### src/pkg/tblcc_pkg.sv
package tblcc_pkg;
	// register offsets on the plain register port (index = printed register)
	localparam logic [4:0] REG_STATUS = 5'h01;
	localparam logic [4:0] REG_DETAIL = 5'h11;
	localparam logic [4:0] REG_CTRL = 5'h12;
	localparam logic [4:0] REG_MODE = 5'h13;
	// field positions
	localparam int STATUS_LINK_BIT = 2;
	localparam int DETAIL_LINK_BIT = 0;
	localparam int DETAIL_JAB_BIT = 2;
	localparam int CTRL_SQUELCH_INH_BIT = 0;
	localparam int CTRL_SQE_INH_BIT = 2;
	localparam int CTRL_JAB_INH_BIT = 5;
	localparam int MODE_FDX_BIT = 0;
	localparam int MODE_RPT_BIT = 1;
	// reset values
	localparam logic [15:0] CTRL_RESET = 16'h0000;
	localparam logic [15:0] MODE_RESET = 16'h0000;
	// timing, 40 MHz core clock
	localparam longint CLK_HZ = 40000000;
	localparam longint PULSE_PERIOD_MS = 16;
	localparam longint PULSE_PERIOD_CYC = PULSE_PERIOD_MS * CLK_HZ / 1000;
	localparam longint LINK_LOSS_MS = 82;
	localparam longint LINK_LOSS_CYC = LINK_LOSS_MS * CLK_HZ / 1000;
	localparam longint JAB_MAX_MS = 20;
	localparam longint JAB_MAX_CYC = JAB_MAX_MS * CLK_HZ / 1000;
	localparam longint JAB_OFF_MS = 500;
	localparam longint JAB_OFF_CYC = JAB_OFF_MS * CLK_HZ / 1000;
	localparam longint SQE_NS = 1000;
	localparam longint SQE_CYC = (SQE_NS * CLK_HZ + 999999999) / 1000000000;
	localparam longint BIT_NS = 100;
	localparam longint BIT_CYC = (BIT_NS * CLK_HZ + 999999999) / 1000000000;
	localparam int LOCK_BITS = 3;
	localparam int LINK_PULSES = 7;
	// register port request
	typedef struct packed {
		logic wr;
		logic rd;
		logic [4:0] addr;
		logic [15:0] wdata;
	} tblcc_req_t;
	// mac side signals
	typedef struct packed {
		logic crs;
		logic col;
	} tblcc_mac_t;
	// link monitor states
	typedef enum logic [1:0] {
		LM_DOWN = 2'b00,
		LM_WAIT_END = 2'b01,
		LM_UP = 2'b10
	} tblcc_lm_t;
endpackage

### src/tblcc_core.sv
`timescale 1ns/10ps
module tblcc_core #(
	parameter longint PULSE_CYC = tblcc_pkg::PULSE_PERIOD_CYC,
	parameter longint LOSS_CYC = tblcc_pkg::LINK_LOSS_CYC,
	parameter longint JMAX_CYC = tblcc_pkg::JAB_MAX_CYC,
	parameter longint JOFF_CYC = tblcc_pkg::JAB_OFF_CYC
) (
	input wire logic core_clk, // 40 MHz clock
	input wire logic reset_n, // async reset, active low
	input wire tblcc_pkg::tblcc_req_t req, // register request
	output logic [15:0] rdata, // read data, cycle after strobe
	input wire logic tx_en, // mac transmit enable
	input wire logic rx_active, // receiver sees carrier
	input wire logic rx_preamble, // preamble seen on line
	input wire logic rx_clk_ok, // clock extracted this cycle
	input wire logic rx_pulse, // valid link pulse received, pulse
	input wire logic rx_marker, // valid idle marker received, pulse
	output tblcc_pkg::tblcc_mac_t mac, // carrier sense and collision
	output logic pll_acquire, // recovery loop acquiring
	output logic tx_pass, // transmit data reaches line
	output logic tx_pulse, // send link pulse, one cycle
	output logic tx_marker, // send idle marker, one cycle
	output logic link_up // current link state
);
	localparam int CW = 26;
	logic [15:0] ctrl_r;
	logic [15:0] mode_r;
	logic squelch_on, sqe_on, jab_on, fdx, rpt;
	logic link_flag_r, jab_flag_r, rd_status, rd_detail;
	logic [CW-1:0] pulse_cnt_r, loss_cnt_r, jab_cnt_r;
	logic [3:0] npulse_r;
	logic [7:0] lock_cnt_r;
	logic valid_data_r, marker_seen_r, rx_d_r, tx_d_r, jabbing_r;
	logic [5:0] sqe_cnt_r;
	tblcc_pkg::tblcc_lm_t lm_r, lm_nxt;

	function automatic logic hit(input tblcc_pkg::tblcc_req_t q,
		input logic [4:0] a);
		hit = q.addr == a;
	endfunction

	assign squelch_on = ~ctrl_r[tblcc_pkg::CTRL_SQUELCH_INH_BIT];
	assign jab_on = ~ctrl_r[tblcc_pkg::CTRL_JAB_INH_BIT];
	assign sqe_on = ~ctrl_r[tblcc_pkg::CTRL_SQE_INH_BIT];
	assign fdx = mode_r[tblcc_pkg::MODE_FDX_BIT];
	assign rpt = mode_r[tblcc_pkg::MODE_RPT_BIT];
	assign rd_status = req.rd & hit(req, tblcc_pkg::REG_STATUS);
	assign rd_detail = req.rd & hit(req, tblcc_pkg::REG_DETAIL);
	assign link_up = lm_r == tblcc_pkg::LM_UP;

	// writable control and mode registers
	always_ff @(posedge core_clk or negedge reset_n) begin
		if (!reset_n) begin
			ctrl_r <= tblcc_pkg::CTRL_RESET;
			mode_r <= tblcc_pkg::MODE_RESET;
		end else if (req.wr) begin
			if (hit(req, tblcc_pkg::REG_CTRL))
				ctrl_r <= req.wdata;
			if (hit(req, tblcc_pkg::REG_MODE))
				mode_r <= req.wdata;
		end
	end

	// read data, one cycle after strobe, zero when unmapped
	always_ff @(posedge core_clk or negedge reset_n) begin
		if (!reset_n) begin
			rdata <= 16'h0000;
		end else if (req.rd) begin
			rdata <= 16'h0000;
			case (req.addr)
				tblcc_pkg::REG_STATUS:
					rdata[tblcc_pkg::STATUS_LINK_BIT] <= link_flag_r;
				tblcc_pkg::REG_DETAIL: begin
					rdata[tblcc_pkg::DETAIL_LINK_BIT] <= link_flag_r;
					rdata[tblcc_pkg::DETAIL_JAB_BIT] <= jab_flag_r;
				end
				tblcc_pkg::REG_CTRL: rdata <= ctrl_r;
				tblcc_pkg::REG_MODE: rdata <= mode_r;
				default: rdata <= 16'h0000;
			endcase
		end else begin
			rdata <= 16'h0000;
		end
	end

	// latched-low link flag: drop wins, read reloads current state
	always_ff @(posedge core_clk or negedge reset_n) begin
		if (!reset_n)
			link_flag_r <= 1'b0;
		else if (!link_up)
			link_flag_r <= 1'b0;
		else if (rd_status | rd_detail)
			link_flag_r <= 1'b1;
	end

	// latched-high jabber flag: set wins over read
	always_ff @(posedge core_clk or negedge reset_n) begin
		if (!reset_n)
			jab_flag_r <= 1'b0;
		else if (jabbing_r)
			jab_flag_r <= 1'b1;
		else if (rd_detail)
			jab_flag_r <= 1'b0;
	end

	// link pulse timer, runs regardless of receive activity
	always_ff @(posedge core_clk or negedge reset_n) begin
		if (!reset_n)
			pulse_cnt_r <= '0;
		else if ((tx_en & ~jabbing_r) || pulse_cnt_r == CW'(PULSE_CYC - 1))
			pulse_cnt_r <= '0;
		else
			pulse_cnt_r <= pulse_cnt_r + 1'b1;
	end
	// pulses sent when idle or jabbing, even when receiving
	assign tx_pulse = (~tx_en | jabbing_r) &&
		pulse_cnt_r == CW'(PULSE_CYC - 1);

	// idle marker after every transmitted packet
	always_ff @(posedge core_clk or negedge reset_n) begin
		if (!reset_n)
			tx_d_r <= 1'b0;
		else
			tx_d_r <= tx_en;
	end
	assign tx_marker = tx_d_r & ~tx_en;

	// recovery loop acquires from preamble for the whole reception
	always_ff @(posedge core_clk or negedge reset_n) begin
		if (!reset_n)
			pll_acquire <= 1'b0;
		else if (!rx_active)
			pll_acquire <= 1'b0;
		else if (rx_preamble)
			pll_acquire <= 1'b1;
	end

	// valid data after three consecutive locked bit times
	always_ff @(posedge core_clk or negedge reset_n) begin
		if (!reset_n) begin
			lock_cnt_r <= '0;
			valid_data_r <= 1'b0;
		end else if (!rx_active) begin
			lock_cnt_r <= '0;
			valid_data_r <= 1'b0;
		end else if (!(pll_acquire & rx_clk_ok)) begin
			lock_cnt_r <= '0;
		end else if (lock_cnt_r == 8'(tblcc_pkg::LOCK_BITS *
			tblcc_pkg::BIT_CYC - 1)) begin
			valid_data_r <= 1'b1;
		end else begin
			lock_cnt_r <= lock_cnt_r + 1'b1;
		end
	end

	// idle marker seen after valid data in this packet
	always_ff @(posedge core_clk or negedge reset_n) begin
		if (!reset_n)
			marker_seen_r <= 1'b0;
		else if (rx_active & ~rx_d_r)
			marker_seen_r <= 1'b0;
		else if (rx_marker & valid_data_r)
			marker_seen_r <= 1'b1;
	end

	// receive start detect
	always_ff @(posedge core_clk or negedge reset_n) begin
		if (!reset_n)
			rx_d_r <= 1'b0;
		else
			rx_d_r <= rx_active;
	end

	// count received link pulses while down
	always_ff @(posedge core_clk or negedge reset_n) begin
		if (!reset_n)
			npulse_r <= '0;
		else if (lm_r != tblcc_pkg::LM_DOWN)
			npulse_r <= '0;
		else if (rx_pulse && npulse_r != 4'(tblcc_pkg::LINK_PULSES + 1))
			npulse_r <= npulse_r + 1'b1;
	end

	// link monitor next state
	always_comb begin
		lm_nxt = lm_r;
		case (lm_r)
			tblcc_pkg::LM_DOWN:
				if (npulse_r > 4'(tblcc_pkg::LINK_PULSES))
					lm_nxt = tblcc_pkg::LM_UP;
				else if (valid_data_r)
					lm_nxt = tblcc_pkg::LM_WAIT_END;
			tblcc_pkg::LM_WAIT_END:
				if (!rx_active)
					lm_nxt = (!squelch_on || marker_seen_r) ?
						tblcc_pkg::LM_UP : tblcc_pkg::LM_DOWN;
			tblcc_pkg::LM_UP:
				if (loss_cnt_r == CW'(LOSS_CYC - 1))
					lm_nxt = tblcc_pkg::LM_DOWN;
			default: lm_nxt = tblcc_pkg::LM_DOWN;
		endcase
	end

	always_ff @(posedge core_clk or negedge reset_n) begin
		if (!reset_n)
			lm_r <= tblcc_pkg::LM_DOWN;
		else
			lm_r <= lm_nxt;
	end

	// activity timeout, restarted by pulses or qualifying data
	always_ff @(posedge core_clk or negedge reset_n) begin
		if (!reset_n)
			loss_cnt_r <= '0;
		else if (!link_up || rx_pulse || (valid_data_r &&
			(!squelch_on || rx_marker)))
			loss_cnt_r <= '0;
		else
			loss_cnt_r <= loss_cnt_r + 1'b1;
	end

	// jabber: overlong transmit, then blocked for deactivation time
	always_ff @(posedge core_clk or negedge reset_n) begin
		if (!reset_n) begin
			jab_cnt_r <= '0;
			jabbing_r <= 1'b0;
		end else if (jabbing_r) begin
			if (jab_cnt_r == CW'(JOFF_CYC - 1)) begin
				jabbing_r <= 1'b0;
				jab_cnt_r <= '0;
			end else begin
				jab_cnt_r <= jab_cnt_r + 1'b1;
			end
		end else if (!(tx_en & jab_on)) begin
			jab_cnt_r <= '0;
		end else if (jab_cnt_r == CW'(JMAX_CYC - 1)) begin
			jabbing_r <= 1'b1;
			jab_cnt_r <= '0;
		end else begin
			jab_cnt_r <= jab_cnt_r + 1'b1;
		end
	end
	assign tx_pass = tx_en & ~jabbing_r;

	// heartbeat collision after transmit end
	always_ff @(posedge core_clk or negedge reset_n) begin
		if (!reset_n)
			sqe_cnt_r <= '0;
		else if (tx_marker && sqe_on && !fdx && !rpt && link_up)
			sqe_cnt_r <= 6'(tblcc_pkg::SQE_CYC);
		else if (sqe_cnt_r != 6'h00)
			sqe_cnt_r <= sqe_cnt_r - 1'b1;
	end

	// carrier sense and collision to mac
	always_comb begin
		mac.crs = (fdx | rpt) ? rx_active : (rx_active | tx_en);
		mac.col = 1'b0;
		if (!fdx)
			mac.col = (rx_active & tx_en) | jabbing_r |
				(sqe_cnt_r != 6'h00);
	end

	// checks on mac signalling, link monitor, jabber and heartbeat
	AST_CRS_HDX: assert property (
		@(posedge core_clk) disable iff (!reset_n)
		!fdx && !rpt && tx_en |-> mac.crs)
		else $error("carrier missing during half duplex transmit");
	AST_CRS_FDX: assert property (
		@(posedge core_clk) disable iff (!reset_n)
		(fdx || rpt) && !rx_active |-> !mac.crs)
		else $error("carrier from own transmit in full duplex");
	AST_COL_HDX: assert property (
		@(posedge core_clk) disable iff (!reset_n)
		!fdx && tx_en && rx_active |-> mac.col)
		else $error("collision missing");
	AST_COL_FDX: assert property (
		@(posedge core_clk) disable iff (!reset_n)
		fdx |-> !mac.col)
		else $error("collision in full duplex");
	AST_PULSE_COL: assert property (
		@(posedge core_clk) disable iff (!reset_n)
		tx_pulse && !tx_en && !jabbing_r && sqe_cnt_r == 6'h00
		|-> !mac.col)
		else $error("collision from link pulse");
	AST_MARKER: assert property (
		@(posedge core_clk) disable iff (!reset_n)
		$fell(tx_en) |-> tx_marker)
		else $error("idle marker not sent");
	AST_PLL: assert property (
		@(posedge core_clk) disable iff (!reset_n)
		rx_active && rx_preamble |=> pll_acquire)
		else $error("recovery loop not acquiring");
	AST_JAB: assert property (
		@(posedge core_clk) disable iff (!reset_n)
		$rose(jabbing_r) |-> ##1
		(jab_flag_r && !tx_pass && mac.col == !fdx))
		else $error("jabber response wrong");
	AST_NOJAB: assert property (
		@(posedge core_clk) disable iff (!reset_n)
		!jab_on && !jabbing_r |=> !jabbing_r)
		else $error("jabber while detection inhibited");
	AST_LINK_LL: assert property (
		@(posedge core_clk) disable iff (!reset_n)
		$fell(link_up) |=> !link_flag_r)
		else $error("link flag not latched low");
	AST_UP_NOFLAG: assert property (
		@(posedge core_clk) disable iff (!reset_n)
		!link_flag_r && !rd_status && !rd_detail |=> !link_flag_r)
		else $error("link flag set without read");
	AST_JAB_HOLD: assert property (
		@(posedge core_clk) disable iff (!reset_n)
		jab_flag_r && !rd_detail |=> jab_flag_r)
		else $error("jabber flag lost before read");
	AST_SQE: assert property (
		@(posedge core_clk) disable iff (!reset_n)
		$fell(tx_en) && sqe_on && !fdx && !rpt && link_up && !rx_active
		|=> mac.col [*6])
		else $error("heartbeat too short");
	AST_SQE_OFF: assert property (
		@(posedge core_clk) disable iff (!reset_n)
		tx_marker && (!sqe_on || fdx || rpt || !link_up) &&
		sqe_cnt_r == 6'h00 |=> sqe_cnt_r == 6'h00)
		else $error("heartbeat while suppressed");
	AST_WAIT: assert property (
		@(posedge core_clk) disable iff (!reset_n)
		lm_r == tblcc_pkg::LM_WAIT_END && rx_active |=> !link_up)
		else $error("link up before packet end");
	COV_UP: cover property (@(posedge core_clk) $rose(link_up));
	COV_DOWN: cover property (@(posedge core_clk) $fell(link_up));
	COV_JAB: cover property (@(posedge core_clk) $rose(jabbing_r));
	COV_SQE: cover property (@(posedge core_clk) $rose(sqe_cnt_r != 6'h00));
endmodule // tblcc_core

### config.mk
export PLATFORM = sky130hd
export DESIGN_NAME = tblcc_core
export DESIGN_NICKNAME = d
export VERILOG_FILES = /design/src/pkg/tblcc_pkg.sv /design/src/tblcc_core.sv
export SDC_FILE = /design/constraint.sdc
export NUM_CORES = 1
export LEC_CHECK = 0
export ABC_AREA = 0
export BUFFER_PORTS_ARGS = -buffer_cell sky130_fd_sc_hd__buf_4
export CORE_MARGIN = 2
export CORE_UTILIZATION = 33
export DETAILED_ROUTE_END_ITERATION = 8
export PLACE_DENSITY = 0.46
export SETUP_SLACK_MARGIN = 0.3
export SYNTH_ARGS = -nofsm -noshare
export SYNTH_HDL_FRONTEND = slang
export SYNTH_SLANG_ARGS = --single-unit
### constraint.sdc
create_clock -name core_clk -period 4.3 [get_ports core_clk]
set_clock_uncertainty 0.05 [all_clocks]
set_input_delay 0.645 -clock core_clk [delete_from_list [all_inputs] [get_ports core_clk]]
set_output_delay 0.645 -clock core_clk [all_outputs]
set_load 0.005 [all_outputs]
==> impl_results.rst <==
.. list-table::
   :header-rows: 1

   * - Metric
     - Value
   * - Proportion of power drawn by flip-flops and latches
     - 47.3%
   * - Final hold violations
     - 0
   * - Latest clock arrival within the worst-skew pair
     - ~420 ps
   * - Tightest Pin Transition
     - 1111 ps
   * - Maximum Capacitance Violations
     - 0
   * - Flip-flop cell with the highest count after synthesis
     - sky130_fd_sc_hd__dfrtp_1
   * - Family of cells with the greatest summed delay on the critical path
     - compound AO/OA/AOI/OAI gates
   * - Status
     - finished clean
   * - Total routing usage reported by global routing
     - 14.23%
   * - Worst path buffer plus inverter count
     - 0
   * - Worst-path fanout max
     - 26
   * - Final count of negative-setup-slack endpoints
     - 0
   * - Total Negative Setup Slacks
     - 0 ps
   * - Final total power
     - about 3.4 mW
   * - Fraction of power spent switching nets
     - 25.59%
   * - Maximum number of pins on one net before global-route repair
     - 104
   * - Gate Count Post-Synth
     - between 600 and 700
   * - Endpoint type of the worst setup path
     - flip-flop
   * - Cells traversed along the worst timing path
     - or4b_1 > or4_4 > o31ai_4 > a22oi_1
   * - Worst hold path class
     - input port to asynchronous set/reset pin
   * - Number of antenna violations at the first check in global routing
     - 0
   * - Final wirelength
     - roughly 16 mm
   * - Worst reg-to-reg path cell count
     - 4
   * - Combinational group share of total power
     - ~8.3%
   * - First-pass GRT wire length
     - between 20 and 30 mm
   * - Required time of the worst setup path
     - approximately 4500 ps
   * - Core region area
     - 0.02182 mm²
   * - NumNets Final
     - 769
   * - Half-perimeter wire length of the detailed placement result
     - 10.66 mm
   * - Maximum cell stage delay along the critical path
     - about 900 ps
   * - Share of synthesized area occupied by flip-flops and latches
     - 52.38%
   * - Number of design rule violations left after detail routing
     - 0
   * - TritonCTS clock tree
     - built
   * - Clock root buffer master
     - sky130_fd_sc_hd__clkbuf_16
   * - Pre-Repair DR Iteration Count
     - 5
   * - Maximum clock insertion buffer count
     - 2
   * - Number of rows created at floorplan
     - 54
   * - Number of synthesized register bits
     - 154
   * - Post-synth EDFFs
     - 0
   * - Maximum ir drop on the vdd rail
     - 0.2901 mV
   * - Number of stages on the worst setup path
     - 4
   * - Number of nets in the synthesized netlist
     - 725
   * - Fill count
     - 2148
   * - Overall via count from detail_route
     - 5418
   * - DRC violation total after the first TritonRoute iteration
     - 234
   * - Htree depth
     - 4
   * - Synth async-reset ratio
     - between 90% and 100%
   * - Layout cell share with drive strength beyond 1
     - 17.65%
   * - Antenna diode count
     - 0
   * - Most common cell after layout, fill and taps aside
     - sky130_fd_sc_hd__dfrtp_1
   * - Number of synthesis warnings
     - 0
   * - Power dissipated by switching net loads
     - 0.8675 mW
   * - Total count of max-transition violations in the final report
     - 0
   * - Final core utilization
     - 39.34%
   * - Overall overflow remaining after global route
     - 0
   * - Horizontal extent of the die
     - 153.3 µm
   * - Commonest cells after routing, fill and taps aside
     - sky130_fd_sc_hd__dfrtp_1 (154), sky130_fd_sc_hd__nor2_1 (58), sky130_fd_sc_hd__buf_4 (54), sky130_fd_sc_hd__a21oi_1 (43)
   * - Clock power frac
     - roughly 44%
   * - Number of buffers added for setup after CTS
     - 0
   * - Hold-fix buffer count after cts
     - 0
   * - Final period demand of the worst path
     - 2803 ps
   * - Clock slew at reported path FFs
     - 70 ps
   * - Worst slew slack as a fraction of its limit
     - 25.92%
   * - Worst hold slack
     - 252.6 ps
   * - Clock tree sinks
     - around 150
   * - Routed WL per cell
     - 15.60 µm
   * - Total internal power
     - 2.522 mW
   * - Worst Setup Start Kind
     - flip-flop
   * - Mean cell area of the mapped netlist
     - roughly 11 µm²
   * - Via count of the first global-routing pass
     - around 5500
   * - Full die area
     - between 0.02 and 0.025 mm²
   * - Netlist area before placement
     - 0.007357 mm²
   * - Leakage component of the power
     - 3.707 nW
   * - Total clock buffers created by CTS
     - 17
   * - Number of instances resized during post-cts repair
     - 0
   * - Effective utilization at floorplan
     - 33.71%
   * - CP arrival
     - ~3000 ps
   * - Yosys cell types
     - 56
   * - Weighted congestion reported at the end of routability-driven placement
     - 0.7320
   * - Total of buffers placed on input and output ports
     - 53
   * - Routed vias/inst
     - ~5.3
   * - Slowest CP cell
     - sky130_fd_sc_hd__o31ai_4
   * - Vertical extent of the die
     - around 150 µm
   * - Share of the cycle needed by the critical path after routing
     - 65.18%
   * - Crit path kind
     - flip-flop to flip-flop
   * - ANT nets after route
     - 0
   * - Power density over cell area
     - 394.9 mW/mm²
   * - Maximum clock frequency
     - 0.3568 GHz
   * - P&R area growth vs syn
     - 16.68%
   * - Number of I/O pins
     - 54
   * - Setup repair after global routing missed its margin
     - false
## synthesized netlist by cell type (15+ instances only)
| cell type | n | area, µm² |
|---|---|---|
| sky130_fd_sc_hd__or4_1 | 22 | 165.2 |
| sky130_fd_sc_hd__nor2_1 | 58 | 217.7 |
| sky130_fd_sc_hd__nand2_1 | 32 | 120.1 |
| sky130_fd_sc_hd__clkbuf_1 | 24 | 90.09 |
| sky130_fd_sc_hd__nand3_1 | 37 | 185.2 |
| sky130_fd_sc_hd__xor2_1 | 37 | 324.1 |
| sky130_fd_sc_hd__a21oi_1 | 43 | 215.2 |
| sky130_fd_sc_hd__mux2_2 | 36 | 405.4 |
| sky130_fd_sc_hd__mux2i_1 | 16 | 160.2 |
| sky130_fd_sc_hd__o31ai_1 | 23 | 172.7 |
| sky130_fd_sc_hd__or3_1 | 15 | 93.84 |
| sky130_fd_sc_hd__nand4_1 | 28 | 175.2 |
| sky130_fd_sc_hd__dfrtp_1 | 154 | 3854 |
## worst register-to-register path, cell delays in order (launching register included)
cell,delay [ps]
sky130_fd_sc_hd__dfrtp_1,430
sky130_fd_sc_hd__or4b_1,530
sky130_fd_sc_hd__or4_4,510
sky130_fd_sc_hd__o31ai_4,890
sky130_fd_sc_hd__a22oi_1,230
## through the flow
stage / std cells / setup slack [ps] / area [µm²]
after global placement: 990 / 1554 / 7990
final: 1022 / 1497 / 8584
after floorplan: 685 / 2114 / 7357
after global routing: 1022 / 1349 / 8584
after CTS: 1022 / 1494 / 8584
after detailed placement: 990 / 1499 / 7990
## metal layers
layer	share of wire, %	up-vias	track usage [%]
met5	0	-	0
met4	1.1	0	4.056
met3	2.8	13	3.487
met2	49	66	23.19
met1	48	2728	18.89
li1	-	2611	-
## registers in the layout, summed over array words and instances (netlist names), 2 cells and up
| name | flops |
|---|---|
| mode_r | 16 |
| lm_r | 2 |
| lock_cnt_r | 8 |
| ctrl_r | 16 |
| loss_cnt_r | 26 |
| jab_cnt_r | 26 |
| pulse_cnt_r | 26 |
| sqe_cnt_r | 6 |
| npulse_r | 4 |
| rdata | 16 |
## layout make-up
type | instances | area [µm²] | share of cell area (%)
flip-flops and latches | 154 | 3854 | 44.89
clock inverters | 15 | 168.9 | 1.968
inverters | 12 | 45.04 | 0.5247
repair buffers | 56 | 436.7 | 5.087
well taps | 280 | 350.3 | 4.081
multi-input cells | 488 | 3304 | 38.49
clock buffers | 17 | 425.4 | 4.956
## path summary, 6_finish.rpt
kind	startpoint	end	slack (ps)
max	jab_cnt_r[16]	jab_cnt_r[19]	1500
min	reset_n	lock_cnt_r[5]	250
max reg2reg	jab_cnt_r[16]	jab_cnt_r[19]	1500
min reg2reg	pulse_cnt_r[0]	pulse_cnt_r[0]	400
max in group asynchronous	reset_n	pulse_cnt_r[9]	3050
min in group core_clk	tx_en	tx_d_r	330
## kinds of logic after synthesis
family,Yosys count,synth area share (%)
buffers and inverters,43,2.704
and+or+nand+nor,268,20.36
AOI/OAI and AO/OA,113,9.864
xor gates and xnor gates,46,5.476
DFF,154,52.38
muxes,52,7.687
adders and majority gates,9,1.531
## power by group through the flow
| stage | clock network, mW | logic, mW | registers, mW |
|---|---|---|---|
| 6_report | 1.50 | 0.282 | 1.60 |
| 5_1_grt | 1.63 | 0.318 | 1.61 |
| 4_1_cts | 1.56 | 0.290 | 1.60 |
| 3_5_place_dp | 0 | 0.290 | 1.63 |
| 3_3_place_gp | 0 | 0.280 | 1.63 |
| 2_1_floorplan | 0 | 0.190 | 1.61 |
Power figures use the tool's default switching activity.
